**config.mk**
```make
export PLATFORM = sky130hd
export DESIGN_NAME = aircfg_top
export DESIGN_NICKNAME = d
export VERILOG_FILES = /design/src/aircfg_pkg.sv /design/src/aircfg_res_mem.sv /design/src/aircfg_top.sv
export SDC_FILE = /design/constraint.sdc
export NUM_CORES = 1
export LEC_CHECK = 0
export BUFFER_PORTS_ARGS = -buffer_cell sky130_fd_sc_hd__buf_2
export CAP_MARGIN = 30
export CORE_UTILIZATION = 55
export CTS_CLUSTER_SIZE = 16
export DETAILED_ROUTE_END_ITERATION = 7
export PLACE_DENSITY = 0.85
export SETUP_SLACK_MARGIN = 0.4
export SLEW_MARGIN = 20
export SYNTH_ARGS = -nofsm -noshare
export SYNTH_HDL_FRONTEND = slang
export SYNTH_SLANG_ARGS = --single-unit
```
**constraint.sdc**
```tcl
create_clock -name CORE_CLK_I -period 8.2 [get_ports CORE_CLK_I]
set_input_delay 2.05 -clock CORE_CLK_I [delete_from_list [all_inputs] [get_ports CORE_CLK_I]]
set_output_delay 2.05 -clock CORE_CLK_I [all_outputs]
set_load 0.005 [all_outputs]
```
**src/aircfg_pkg.sv**
```systemverilog
// Purpose: Shared constants and types for the analog input range configuration block
// Assumes: Converter samples arrive as sign plus 13-bit magnitude, full scale 4095 codes
// Notes: Configuration fields follow the bit weights of the range configuration byte
package aircfg_pkg;

  // ----------------------------------------------------------------
  // Configuration byte
  // ----------------------------------------------------------------
  localparam int CHANNELS = 4;
  localparam int SLOTS = 18;
  localparam logic [7:0] CFG_RESET = 8'h00;
  localparam int CFG_RANGE10_LSB = 0;
  localparam int CFG_UNIPOLAR_BIT = 4;
  localparam int CFG_LIVE_ZERO_BIT = 5;
  localparam int CFG_OVR_MON_BIT = 6;
  localparam int CFG_RSVD_BIT = 7;
  localparam logic [7:0] CFG_WRITABLE_MASK = 8'h7F;

  // ----------------------------------------------------------------
  // Converter scale
  // ----------------------------------------------------------------
  localparam int MAG_W = 13;
  localparam int CODE_W = 12;
  localparam logic [12:0] FULL_SCALE_CODE = 13'h0FFF;
  localparam int FULL_SCALE_UA = 20000;
  localparam int OPEN_LIMIT_UA = 2080;
  localparam logic [12:0] OPEN_LIMIT_CODE =
    13'((OPEN_LIMIT_UA * 4096 + FULL_SCALE_UA - 1) / FULL_SCALE_UA);
  localparam logic [12:0] OVR_TOL_CODE = 13'h0000;

  typedef enum logic [1:0] {
    AIRC_RNG_1V,
    AIRC_RNG_10V,
    AIRC_RNG_LZ_1V,
    AIRC_RNG_LZ_10V
  } aircfg_range_t;

  typedef struct packed {
    logic rsvd;
    logic ovr_mon;
    logic live_zero;
    logic unipolar;
    logic [3:0] range10;
  } aircfg_cfg_t;

  typedef struct packed {
    logic open_circ;
    logic overrange;
    logic [11:0] code;
  } aircfg_res_t;

endpackage

```
**src/aircfg_res_mem.sv**
```systemverilog
// Purpose: Small result store, one word per input channel
// Assumes: Single write port and single registered read port
// Notes: A read of the word being written returns the old contents
`timescale 1ns/100ps
module aircfg_res_mem #(
  parameter int DEPTH = 4,
  parameter int AW = 2
) (
  input wire logic clk_i,
  input wire logic rst_i,
  input wire logic wr_en_i,
  input wire logic [AW-1:0] wr_addr_i,
  input wire aircfg_pkg::aircfg_res_t wr_data_i,
  input wire logic [AW-1:0] rd_addr_i,
  output aircfg_pkg::aircfg_res_t rd_data_o
);

  // ----------------------------------------------------------------
  // Storage
  // ----------------------------------------------------------------
  aircfg_pkg::aircfg_res_t mem_reg [DEPTH];

  always_ff @(posedge clk_i or posedge rst_i) begin
    if (rst_i) begin
      for (int i = 0; i < DEPTH; i++) begin
        mem_reg[i] <= '0;
      end
      rd_data_o <= '0;
    end else begin
      if (wr_en_i) begin
        mem_reg[wr_addr_i] <= wr_data_i;
      end
      rd_data_o <= mem_reg[rd_addr_i];
    end
  end

endmodule

```
**src/aircfg_top.sv**
```systemverilog
// Purpose: Range configuration, result coding and monitoring for a four-input analog module
// Assumes: All inputs synchronous to CORE_CLK_I; front end converts and reports raw samples
// Notes: Configuration byte is written over the documented output operand port
`timescale 1ns/100ps

// Contract
// - A zero configuration byte gives four bipolar 1 V / 20 mA inputs with no monitoring.
// - Each weight of the configuration byte is decoded as an independent bit.
// - Bits 0 to 3 each put inputs one to four in the 10 V range, clear means 1 V / 20 mA.
// - Bit 4 gives unipolar 12-bit unsigned results, usable with open-circuit monitoring.
// - Bit 5 puts all inputs in live-zero range and flags open circuit below 2.08 mA.
// - Value 47 puts all four inputs in the 2 to 10 V live-zero range.
// - Bit 6 monitors all inputs for values above nominal plus tolerance and flags overrange.
// - Bipolar results are 11 magnitude bits plus a sign bit.
// - Ranges come only from the configuration byte; current or voltage follows wiring.
// - Ready is high while processor operation is fault free and drops on a fault.
// - One failure marker per slot 1 to 18 is set when that slot drops out.
module aircfg_top #(
  parameter logic [12:0] OVR_TOL = aircfg_pkg::OVR_TOL_CODE
) (
  input wire logic CORE_CLK_I,
  input wire logic RST_I,
  input wire logic CFG_WR_I,
  input wire logic [7:0] CFG_DATA_I,
  output logic [7:0] CFG_O,
  input wire logic SMP_VALID_I,
  input wire logic [1:0] SMP_CH_I,
  input wire logic SMP_NEG_I,
  input wire logic [12:0] SMP_MAG_I,
  input wire logic [1:0] RES_ADDR_I,
  output aircfg_pkg::aircfg_res_t RES_DATA_O,
  output logic RES_UPD_O,
  output logic [7:0] CH_RANGE_O,
  output logic UNIPOLAR_O,
  output logic [3:0] OPEN_FLAG_O,
  output logic [3:0] OVR_FLAG_O,
  input wire logic PROC_FAULT_I,
  output logic READY_O,
  input wire logic [17:0] SLOT_DROP_I,
  input wire logic [17:0] SLOT_CLR_I,
  output logic [17:0] SLOT_DROP_FAIL_O
);

  // ----------------------------------------------------------------
  // Decode helpers
  // ----------------------------------------------------------------
  function automatic aircfg_pkg::aircfg_range_t range_of(
    input aircfg_pkg::aircfg_cfg_t cfg,
    input logic [1:0] ch
  );
    logic r10;
    r10 = cfg.range10[ch];
    if (cfg.live_zero) begin
      range_of = r10 ? aircfg_pkg::AIRC_RNG_LZ_10V : aircfg_pkg::AIRC_RNG_LZ_1V;
    end else begin
      range_of = r10 ? aircfg_pkg::AIRC_RNG_10V : aircfg_pkg::AIRC_RNG_1V;
    end
  endfunction

  // ----------------------------------------------------------------
  // Configuration register
  // ----------------------------------------------------------------
  aircfg_pkg::aircfg_cfg_t cfg_reg;
  aircfg_pkg::aircfg_cfg_t cfg_next;
  wire logic [7:0] cfg_wr_masked;

  assign cfg_wr_masked = CFG_DATA_I & aircfg_pkg::CFG_WRITABLE_MASK;
  assign cfg_next = CFG_WR_I ? aircfg_pkg::aircfg_cfg_t'(cfg_wr_masked) : cfg_reg;

  always_ff @(posedge CORE_CLK_I or posedge RST_I) begin
    if (RST_I) begin
      cfg_reg <= aircfg_pkg::aircfg_cfg_t'(aircfg_pkg::CFG_RESET);
    end else begin
      cfg_reg <= cfg_next;
    end
  end

  // ----------------------------------------------------------------
  // Per-channel range outputs
  // ----------------------------------------------------------------
  logic [7:0] range_reg;
  wire logic [7:0] range_next;

  genvar gi;
  generate
    for (gi = 0; gi < aircfg_pkg::CHANNELS; gi++) begin : g_rng
      assign range_next[2*gi+1:2*gi] = range_of(cfg_next, 2'(gi));
    end
  endgenerate

  always_ff @(posedge CORE_CLK_I or posedge RST_I) begin
    if (RST_I) begin
      range_reg <= '0;
      UNIPOLAR_O <= 1'b0;
    end else begin
      range_reg <= range_next;
      UNIPOLAR_O <= cfg_next.unipolar;
    end
  end

  assign CFG_O = cfg_reg;
  assign CH_RANGE_O = range_reg;

  // ----------------------------------------------------------------
  // Result coding, using the byte that stands when the sample arrives
  // ----------------------------------------------------------------
  wire logic mag_over_fs;
  wire logic [11:0] mag_sat;
  wire logic [11:0] code_bip;
  wire logic [11:0] code_uni;
  wire logic is_open;
  wire logic is_ovr;
  aircfg_pkg::aircfg_res_t res_word;

  assign mag_over_fs = SMP_MAG_I > aircfg_pkg::FULL_SCALE_CODE;
  assign mag_sat = mag_over_fs ? 12'hFFF : SMP_MAG_I[11:0];
  assign code_bip = {SMP_NEG_I, mag_sat[11:1]};
  assign code_uni = SMP_NEG_I ? 12'h000 : mag_sat;
  assign is_open = cfg_reg.live_zero &&
    (SMP_NEG_I || (SMP_MAG_I < aircfg_pkg::OPEN_LIMIT_CODE));
  assign is_ovr = cfg_reg.ovr_mon && !SMP_NEG_I &&
    (SMP_MAG_I > (aircfg_pkg::FULL_SCALE_CODE + OVR_TOL));
  assign res_word.open_circ = is_open;
  assign res_word.overrange = is_ovr;
  assign res_word.code = cfg_reg.unipolar ? code_uni : code_bip;

  aircfg_res_mem #(
    .DEPTH(aircfg_pkg::CHANNELS),
    .AW(2)
  ) u_mem (
    .clk_i(CORE_CLK_I),
    .rst_i(RST_I),
    .wr_en_i(SMP_VALID_I),
    .wr_addr_i(SMP_CH_I),
    .wr_data_i(res_word),
    .rd_addr_i(RES_ADDR_I),
    .rd_data_o(RES_DATA_O)
  );

  // ----------------------------------------------------------------
  // Channel flags and update pulse
  // ----------------------------------------------------------------
  logic [3:0] open_reg;
  logic [3:0] ovr_reg;
  logic upd_reg;
  wire logic [3:0] ch_hit;
  wire logic [3:0] open_next;
  wire logic [3:0] ovr_next;

  generate
    for (gi = 0; gi < aircfg_pkg::CHANNELS; gi++) begin : g_flag
      assign ch_hit[gi] = SMP_VALID_I && (SMP_CH_I == 2'(gi));
      assign open_next[gi] = ch_hit[gi] ? is_open : open_reg[gi];
      assign ovr_next[gi] = ch_hit[gi] ? is_ovr : ovr_reg[gi];
    end
  endgenerate

  always_ff @(posedge CORE_CLK_I or posedge RST_I) begin
    if (RST_I) begin
      open_reg <= '0;
      ovr_reg <= '0;
      upd_reg <= 1'b0;
    end else begin
      open_reg <= open_next;
      ovr_reg <= ovr_next;
      upd_reg <= SMP_VALID_I;
    end
  end

  assign OPEN_FLAG_O = open_reg;
  assign OVR_FLAG_O = ovr_reg;
  assign RES_UPD_O = upd_reg;

  // ----------------------------------------------------------------
  // Ready indication and slot failure markers
  // ----------------------------------------------------------------
  logic ready_reg;
  logic [17:0] drop_reg;
  wire logic [17:0] drop_next;

  assign drop_next = (drop_reg & ~SLOT_CLR_I) | SLOT_DROP_I;

  always_ff @(posedge CORE_CLK_I or posedge RST_I) begin
    if (RST_I) begin
      ready_reg <= 1'b0;
      drop_reg <= '0;
    end else begin
      ready_reg <= !PROC_FAULT_I;
      drop_reg <= drop_next;
    end
  end

  assign READY_O = ready_reg;
  assign SLOT_DROP_FAIL_O = drop_reg;
endmodule

```
**After elaboration in Yosys (flattened, before gate mapping)**

Cells that the tools add are included.

- Register bits after elaboration: 113
- Input bits: 67

- Magnitude comparators: 5
- Mux-type cells: 22
- Equal/unequal tests: 3
- Reduce and logical (&&, ||, !) cells: 12
- Bitwise gates (word level): 5

Operator list:

| kind | number |
|---|---|
| 56-bit bitwise mux | 1 |
| 14-bit 2-to-1 mux | 3 |
| 12-bit 2-to-1 mux | 3 |
| 14-bit binary-select mux with 2-bit select | 1 |
| 14-bit demux with 2-bit select | 1 |
| 18-bit bitwise AND | 1 |
| 18-bit NOT | 1 |
| 18-bit bitwise OR | 1 |
| 13-bit by 12-bit greater-than comparator with 1-bit output, second input constant | 1 |
| 13-bit by 9-bit < comparator with 1-bit output, second input constant | 1 |
| 1-bit logical AND | 8 |
| 1-bit 2-to-1 mux | 8 |
| 2-bit 2-to-1 mux | 4 |
| 3-bit greater-or-equal comparator, second input constant | 2 |
| 6-bit 2-to-1 mux | 1 |
| 2-bit NOT with 3-bit output | 2 |
| 2-bit == test, second input constant | 2 |
| 3-bit by 1-bit < comparator with 1-bit output, second input constant | 1 |
| 2-bit by 1-bit == test with 1-bit output, second input constant | 1 |
| 1-bit zero test | 2 |
| 2-bit zero test | 1 |
| 1-bit logical OR | 1 |

**Longest topological paths before layout**

Gate-level depths: netlist of the first run.

- Depth in word-level cells: 6
- Mapped depth: 6
- Gate-level depth less buffers: 3

**By module**

Synthesis of the first run repeated with hierarchy kept, for this count alone.

- Cells, all modules: 316
- Area, all modules: 4478.0 sq um

Modules (own cells, without submodules):

| module | instances | area an instance (sq um) | cells an instance |
|---|---|---|---|
| aircfg_res_mem | 1 | 2795.2 | 153 |
| aircfg_top | 1 | 1682.9 | 163 |

**Worst setup path before layout of the first run**

OpenSTA, ideal clock, no wires.

- Path type: in2reg
- Start: in RES_ADDR_I[0]
- End: reg u_mem.rd_data_o[13] (netlist bit)
- Buffers on the path: 2
- Arrival: 2.926 ns
- Setup time: 0.138 ns
- Required time: 8.062 ns
- Cell stages on the path: 3
- Setup slack: 5.136 ns
- Path through: buf_2 > buf_4 > mux4_2

- Cells in the longest elaborated chain, start to end: 4

RTL lines:

| what | line | source |
|---|---|---|
| start: declaration | aircfg_top.sv:30 | `input wire logic [1:0] RES_ADDR_I,` |
| 2-bit NOT with 3-bit output (implied by the code) | aircfg_res_mem.sv:33 | `rd_data_o <= mem_reg[rd_addr_i];` |
| 14-bit binary-select mux with 2-bit select | aircfg_res_mem.sv:33 |  |
| 14-bit 2-to-1 mux (implied by the code) (2 in a row) | aircfg_res_mem.sv:33 |  |
| end signal: assignment | aircfg_res_mem.sv:33 |  |
| end: declaration | aircfg_res_mem.sv:15 | `output aircfg_pkg::aircfg_res_t rd_data_o` |

Every way passes these cells. The select of a mux whose other input is x is not followed.
A chain may end at the register's enable or synchronous reset.

**Worst setup path after layout of the first run**

- Start: reg UNIPOLAR_O
- End: out UNIPOLAR_O

RTL lines:

| what | line | source |
|---|---|---|
| start: declaration | aircfg_top.sv:34 | `output logic UNIPOLAR_O,` |
| start signal: assignment | aircfg_top.sv:97 | `UNIPOLAR_O <= cfg_next.unipolar;` |

No word-level cell between the ends.

==> results of run 1 <==
[Yosys cell counts]
cell type and n:
dfrtp_1 97, nand2_1 55, o21ai_1 53, buf_4 20, inv_1 20, a21o_1 18
mux2_2 16, mux4_2 14, buf_2 8, clkbuf_1 7, o21ai_2 6, mux2i_1 4
o21ai_0 4, o31ai_1 4, a21oi_1 3, nand3b_1 3, mux2_1 2, nor2b_1 2
and2_1 1, conb_1 1, nand3_1 1, nor4_1 1, o211ai_1 1, or2_2 1
or3b_1 1
[stage by stage]
step / hold WS (ns) / power (uW)
4_1_cts: 0.479 / 1130
3_3_place_gp: 0.452 / 775
3_5_place_dp: 0.460 / 792
2_1_floorplan: 0.445 / 721
6_report: 0.475 / 1120
5_1_grt: 0.502 / 1180
[worst max path at each step]
stage / from / end / cells after the start
2_1_floorplan: RST_I / CFG_O[6] / 1
5_1_grt: UNIPOLAR_O / UNIPOLAR_O / 1
3_3_place_gp: SMP_CH_I[1] / OPEN_FLAG_O[1] / 4
3_5_place_dp: SMP_VALID_I / OPEN_FLAG_O[0] / 4
4_1_cts: UNIPOLAR_O / UNIPOLAR_O / 1
6_report: UNIPOLAR_O / UNIPOLAR_O / 1
[where the power goes]
part | total, uW | internal [uW] | switching, uW
Sequential | 592 | 553 | 38.8
Combinational | 189 | 99.3 | 89.5
Clock | 334 | 180 | 155
Total | 1120 | 832 | 283
[cell type report]
cell class / instances / area share
Clock buffer: 11 / 0.0288
Inverter: 20 / 0.0158
Sequential cell: 97 / 0.494
Tap cell: 99 / 0.0252
Clock inverter: 5 / 0.0160
Multi-Input combinational cell: 191 / 0.277
Timing Repair Buffer: 129 / 0.144
[logic make-up after synthesis]
logic type / after synthesis / share of synthesized area
AOI/OAI and AO/OA: 89 / 0.129
buffers and inverters: 55 / 0.0715
DFF: 97 / 0.595
muxes: 36 / 0.137
other: 1 / 0.000919
and+or+nand+nor: 65 / 0.0672
[routing by layer]
layer | GRT usage | vias to the layer above | routed length [um]
met5 | 0 | - | 0
met4 | 0.0894 | 0 | 133
met3 | 0.0330 | 14 | 516
met2 | 0.362 | 119 | 3700
met1 | 0.291 | 1382 | 3330
li1 | - | 1371 | -
==> out/metrics.yaml, run 1 <==
status:
  outcome: "completed"
cts:
  ctsResizeCount: 0
  clkSinkCount: 97
  worstSkewPairLatency_ns: 0.35
  cts_tree: "built"
  cts_buffers: 9
  clk_path_buf_depth: 2
  clk_pin_slew_worst_paths_ns: 0.08
  cts_hold_buf: 0
  root_buffer: "clkbuf_8"
  cts_setup_buffers: 0
  h-tree-depth: 3
global_routing:
  grt_overflow: 0
  grt_max_degree: 54
  grt_pass1_wl_mm: 12.6
  antenna_found_initial: 0
  grtUsageTotal: 0.218
  grt_pass1_vias: 2635
critical_path:
  worst_ep_arrival_time_ns: 1.27
  worstSetupPathType: "reg -> out"
  critical_path_buf_inv_count: 1
  r2r_setup_slack_ns: 6.47
  cp_cell_sequence: "buf_2"
  timing.rr.start: "UNIPOLAR_O"
  cp-start-kind: "register"
  slowest_delay_ns: 0.70
  ff2ff_path_depth: 3
  cp_slowest_cell: "dfrtp_1"
  reg2reg_to: "u_mem.mem_reg[0]"
  worstPathRequired_ns: 6.15
  crit_family: "flip-flops"
  endpoint_kind: "output pin"
  critPathMaxFanout: 17
min_path:
  hold_path_end: "SLOT_DROP_FAIL_O[9]"
  worstHoldStart: "SLOT_DROP_FAIL_O[9]"
  whs_path_depth: 1
  hold_class: "reg -> reg"
sta:
  period_minus_slack_ns: 3.32
  setup-tns-final_ns: 0
  setup_viol: 0
  post-route-period-util: 0.405
  worst_slack_ns: 4.88
  slew_headroom: 0.515
  tightestPinTransition_ns: 0.726
  slew_viol_final: 0
  rsz0062_at_grt: "false"
  fmax_mhz: 301
  fin_worst_skew_ns: 0.00455
  finalHoldViolCount: 0
run:
  cap_viol_max_count: 0
final_layout:
  nets: 515
  finalNonFillerCells: 552
  fillCellCount: 556
  stdcell_area_um2: 4920
  regArea_um2: 2430
  antennaDiodeCount: 0
  synthToLayoutAreaGrowth_pct: 20.5
  most-common-layout-cells: "buf_2, dfrtp_1, nand2_1, o21ai_1, inv_1"
  final_common_cell: "buf_2"
  drive_gt1_frac: 0.402
  multi_input_area_um2: 1360
  largest_reg_flops: 48
  utilization: 0.682
synthesis:
  ys_seq_area_frac: 0.595
  ys_ff_latch: 97
  syn_area_um2: 4080
  synth_nets: 410
  ys_top_cells_by_area: "dfrtp_1, mux4_2, o21ai_1"
  yosysWarnings: 0
  synth_cell_types: 25
  syn_avg_cell_area_um2: 11.9
  synth_area_leader_cell: "dfrtp_1"
  syn_inst: 343
  netlist.area_leader.share: 0.595
placed_design:
  dp_hpwl_mm: 5.49
  routabilityCongestion: 0.692
  io_buffer_count: 123
  place_area_um2: 4680
  placed_cells: 535
  pre_cts_ws_ns: 4.69
power_and_ir_drop:
  peakVddDrop_mv: 0.137
  p_leak_uw: 0.00250
  power.density_nw_per_um2: 227
detailed_routing:
  dr.pass1.iters: 4
  via_per_inst: 5.23
  wl_mm: 7.68
  drtIter0Drc: 154
  post_drt_wl_per_cell_um: 13.9
  drc_errors: 0
  vias: 2886
  ant_nets: 0
floorplan:
  rows: 31
  dieArea_um2: 7770
  die_w_um: 88.1
  coreArea_um2: 7210
  ios: 126
  die_h_um: 88.1
  start_util: 0.566
Note: power is estimated with default switching activity, not from simulation.
==> run 2: changes to the inputs <==
Settings changed: CORE_UTILIZATION 55 to 51, PLACE_DENSITY 0.85 to 0.8.
Clock period 8.2 ns to 3.4 ns, I/O delays scaled along.
==> out/metrics.yaml, run 2 (same netlist as run 1, synthesis figures left out) <==
sta:
  fmax_mhz: 480
  period_minus_slack_ns: 2.08
  setup-tns-final_ns: 0  # unchanged
  finalHoldViolCount: 0  # unchanged
  fin_worst_skew_ns: 0.00680  # +0.00225 ns
  post-route-period-util: 0.613
  tightestPinTransition_ns: 0.523  # -0.203 ns
  slew_viol_final: 0  # unchanged
  rsz0062_at_grt: "false"
  setup_viol: 0  # unchanged
  slew_headroom: 0.651  # +0.136
  worst_slack_ns: 1.32  # -3.56 ns
final_layout:
  utilization: 0.639  # -0.0428
  stdcell_area_um2: 4940  # +0.38%
  antennaDiodeCount: 0  # unchanged
  nets: 515  # unchanged
  most-common-layout-cells: "buf_2, dfrtp_1, nand2_1, o21ai_1, inv_1"
  synthToLayoutAreaGrowth_pct: 21.0
  fillCellCount: 600  # +7.9%
  drive_gt1_frac: 0.404  # +0.00221
  largest_reg_flops: 48  # unchanged
  final_common_cell: "buf_2"
detailed_routing:
  drc_errors: 0  # unchanged
  via_per_inst: 5.09  # -2.7%
  dr.pass1.iters: 4  # unchanged
  ant_nets: 0  # unchanged
  post_drt_wl_per_cell_um: 13.7  # -1.7%
  drtIter0Drc: 180  # +17%
  vias: 2823  # -2.2%
  wl_mm: 7.59  # -1.2%
min_path:
  hold_class: "reg -> reg"
  whs_path_depth: 1  # unchanged
global_routing:
  grt_max_degree: 60  # +11%
  grt_pass1_vias: 2722  # +3.3%
  grt_pass1_wl_mm: 12.5  # -0.44%
  grt_overflow: 0  # unchanged
  antenna_found_initial: 0  # unchanged
  grtUsageTotal: 0.192  # -0.0260
cts:
  clk_pin_slew_worst_paths_ns: 0.09  # about the same
  clkSinkCount: 97  # unchanged
  clk_path_buf_depth: 2  # unchanged
  root_buffer: "clkbuf_8"
  ctsResizeCount: 0  # unchanged
  worstSkewPairLatency_ns: 0.35  # about the same
  cts_tree: "built"
  cts_setup_buffers: 0  # unchanged
  h-tree-depth: 3  # unchanged
  cts_hold_buf: 0  # unchanged
  cts_buffers: 9  # unchanged
placed_design:
  pre_cts_ws_ns: 1.09  # -3.60 ns
  routabilityCongestion: 0.739  # +6.7%
  dp_hpwl_mm: 5.20  # -5.3%
  io_buffer_count: 123  # unchanged
  place_area_um2: 4650  # -0.61%
status:
  outcome: "completed"
critical_path:
  worst_ep_arrival_time_ns: 1.23  # -0.04 ns
  slowest_delay_ns: 0.68  # -0.02 ns
  ff2ff_path_depth: 3  # unchanged
  critPathMaxFanout: 17  # unchanged
  cp_cell_sequence: "buf_2"
  worstSetupPathType: "reg -> out"
  critical_path_buf_inv_count: 1  # unchanged
  crit_cells: 1  # unchanged
  endpoint_kind: "output pin"
  cp_slowest_cell: "dfrtp_1"
  worstPathRequired_ns: 2.55  # -3.60 ns
  crit_family: "flip-flops"
  cp-start-kind: "register"
power_and_ir_drop:
  p_leak_uw: 0.00249  # about the same
  power_uw: 2710  # +140%
  peakVddDrop_mv: 0.313  # +130%
  power.density_nw_per_um2: 548  # +140%
floorplan:
  die_w_um: 91.4  # +3.8%
  dieArea_um2: 8360  # +7.7%
  start_util: 0.528  # -0.0375
  rows: 32  # +3.2%
  ios: 126  # unchanged
  coreArea_um2: 7730  # +7.1%
  die_h_um: 91.4  # +3.8%
run:
  cap_viol_max_count: 0  # unchanged
[run 2: per-stage QoR]
stage / hold WS (ns) / std cells
after CTS: 0.481 / 553
final: 0.475 / 555
after detailed placement: 0.460 / 537
after global placement: 0.452 / 537
after floorplan: 0.445 / 343
after global routing: 0.492 / 555
[run 2: report_power, final]
part	total, uW	leakage [uW]	switching (uW)	internal [uW]
combinational	457	0.00121	217	241
clock	822	0.000113	385	437
sequential	1430	0.00117	93.5	1330
[run 2: area by class of cell]
| class | instances | area [um2] | share of cell area |
|---|---|---|---|
| sequential | 97 | 2430 | 0.492 |
| clock buffer | 10 | 138 | 0.0279 |
| inverter | 20 | 78.8 | 0.0160 |
| timing repair buffer | 129 | 713 | 0.144 |
| multi-input combinational | 191 | 1360 | 0.276 |
| clock inverter | 6 | 90.1 | 0.0183 |
| tap | 102 | 128 | 0.0259 |
[run 2: worst paths after layout]
path	start	end	slack, ns
worst max-delay path	UNIPOLAR_O	UNIPOLAR_O	1.32
worst min-delay path	SLOT_DROP_FAIL_O[15]	SLOT_DROP_FAIL_O[15]	0.48
worst max register to register	UNIPOLAR_O	u_mem.mem_reg[0]	1.72
worst min register to register	SLOT_DROP_FAIL_O[15]	SLOT_DROP_FAIL_O[15]	0.48
max in group asynchronous	RST_I	u_mem.mem_reg[5]	2.28
min in group asynchronous	RST_I	RES_UPD_O	0.50
[run 2: metal layers]
layer	wire length, um	track usage	vias to the layer above
li1	-	-	1368
met1	3410	0.257	1314
met2	3550	0.310	131
met3	526	0.0310	10
met4	104	0.0860	0
met5	0	0	-
==> run 3: changes to the inputs <==
Settings changed: CORE_UTILIZATION 51 to 46, PLACE_DENSITY 0.8 to 0.76.
Clock period 3.4 ns to 1.71 ns, I/O delays scaled along.
==> out/metrics.yaml, run 3 (same netlist as run 1, synthesis figures left out) <==
final_layout:
  nets: 542  # +5.2%
  stdcell_area_um2: 5300  # +7.4%
  antennaDiodeCount: 0  # unchanged
  fillCellCount: 666  # +11%
  most-common-layout-cells: "buf_2, dfrtp_1, nand2_1, o21ai_1, buf_4"
  largest_reg_flops: 48  # unchanged
  drive_gt1_frac: 0.463  # +0.0585
  synthToLayoutAreaGrowth_pct: 29.9
  final_common_cell: "buf_2"
critical_path:
  crit_path_start: "UNIPOLAR_O"
  timing.rr.start: "UNIPOLAR_O"
  reg2reg_to: "u_mem.mem_reg[7]"
  cp-start-kind: "register"
  cp_slowest_cell: "dfrtp_2"
  ff2ff_path_depth: 4  # +1
  crit_family: "flip-flops"
  endpoint_kind: "output pin"
  crit_cells: 1  # unchanged
  critical_path_buf_inv_count: 1  # unchanged
  crit_end: "UNIPOLAR_O"
  cp_cell_sequence: "buf_2"
  r2r_setup_slack_ns: 0.35  # -1.37 ns
  slowest_delay_ns: 0.46  # -0.22 ns
  worstPathRequired_ns: 1.28  # -1.27 ns
  worst_ep_arrival_time_ns: 0.96  # -0.27 ns
  critPathMaxFanout: 6  # -11
  worstSetupPathType: "reg -> out"
detailed_routing:
  drtIter0Drc: 143  # -21%
  drc_errors: 0  # unchanged
  vias: 2990  # +5.9%
  dr.pass1.iters: 4  # unchanged
  ant_nets: 0  # unchanged
  post_drt_wl_per_cell_um: 14.0  # +2.6%
  via_per_inst: 5.11  # +0.48%
  wl_mm: 8.21  # +8.1%
min_path:
  hold_class: "in -> async"
floorplan:
  rows: 33  # +3.1%
  die_h_um: 96.2  # +5.2%
  dieArea_um2: 9250  # +11%
  start_util: 0.487  # -0.0412
  die_w_um: 96.2  # +5.2%
  coreArea_um2: 8380  # +8.5%
  ios: 126  # unchanged
sta:
  setup_viol: 0  # unchanged
  slew_viol_final: 0  # unchanged
  fmax_mhz: 721
  period_minus_slack_ns: 1.39
  rsz0062_at_grt: "true"
  setup-tns-final_ns: 0  # unchanged
  fin_worst_skew_ns: 0.00816  # +0.00136 ns
  finalHoldViolCount: 0  # unchanged
  post-route-period-util: 0.811
placed_design:
  place_area_um2: 4840  # +4.0%
  routabilityCongestion: 0.735  # -0.47%
  dp_hpwl_mm: 5.67  # +9.1%
  io_buffer_count: 123  # unchanged
cts:
  root_buffer: "clkbuf_8"
  cts_tree: "built"
  clk_pin_slew_worst_paths_ns: 0.09  # about the same
  worstSkewPairLatency_ns: 0.36  # about the same
  cts_buffers: 9  # unchanged
  clkSinkCount: 97  # unchanged
  clk_path_buf_depth: 2  # unchanged
  cts_hold_buf: 0  # unchanged
  h-tree-depth: 3  # unchanged
global_routing:
  grt_pass1_wl_mm: 13.2  # +5.1%
  grt_pass1_vias: 2795  # +2.7%
  grt_overflow: 0  # unchanged
  grtUsageTotal: 0.191  # -0.00127
  grt_max_degree: 43  # -28%
  antenna_found_initial: 0  # unchanged
power_and_ir_drop:
  peakVddDrop_mv: 0.561  # +79%
  p_leak_uw: 0.00270  # +8.1%
  power.density_nw_per_um2: 1060  # +93%
run:
  cap_viol_max_count: 0  # unchanged
status:
  outcome: "completed"
==> run 3: worst min-delay path by stage <==
stage / start / to / slack, ns / depth (start not counted)
finish: RST_I / u_mem.mem_reg[34] / 0.07 / 2
global route: RST_I / SLOT_DROP_FAIL_O[14] / 0.1 / 2
CTS: RST_I / SLOT_DROP_FAIL_O[14] / 0.07 / 2
detailed placement: SLOT_DROP_FAIL_O[12] / SLOT_DROP_FAIL_O[12] / 0.46 / 1
global placement: SLOT_DROP_FAIL_O[12] / SLOT_DROP_FAIL_O[12] / 0.45 / 1
floorplan: u_mem.mem_reg[25] / u_mem.mem_reg[25] / 0.44 / 2
==> run 3: per-layer routing <==
metal | vias to the layer above | part of all wire | GRT usage
li1 | 1425 | - | -
met5 | - | 0 | 0
met2 | 126 | 0.49 | 0.320
met1 | 1426 | 0.42 | 0.235
met3 | 13 | 0.080 | 0.0482
met4 | 0 | 0.016 | 0.0771
==> run 3: what timing repair did <==
| action | CTS | global route |
|---|---|---|
| gates resized for setup | 13 | 12 |
| endpoints found under the setup margin | 84 | 93 |
| pin swaps | 6 | 16 |
| setup buffers | 16 | 3 |
| cloned | 0 | 0 |
==> run 3: where the power goes <==
group	switching [uW]	total (uW)	internal [uW]	leakage (uW)
Sequential	165	2820	2650	0.00117
Clock	803	1680	875	0.000111
Combinational	508	1100	596	0.00141
==> run 3: per-stage QoR <==
stage | total power [uW] | instances | setup WS, ns | utilization | hold WS [ns]
floorplan | 3510 | 343 | 0.135 | - | 0.445
global placement | 3800 | 550 | 0.220 | 0.577 | 0.452
detailed placement | 3860 | 550 | 0.155 | 0.577 | 0.460
CTS | 5610 | 582 | 0.325 | 0.624 | 0.0668
global route | 5900 | 585 | 0.286 | 0.632 | 0.0959
finish | 5600 | 585 | 0.323 | 0.632 | 0.0695
==> run 3: layout make-up <==
cell class              instances  area, um2  area share
clock buffers                  11        141      0.0267
clock inverters                 5       85.1      0.0160
inverters                      20       78.8      0.0149
multi-input cells             191       1520       0.286
flip-flops and latches         97       2430       0.458
well taps                     105        131      0.0248
repair buffers                156        921       0.174
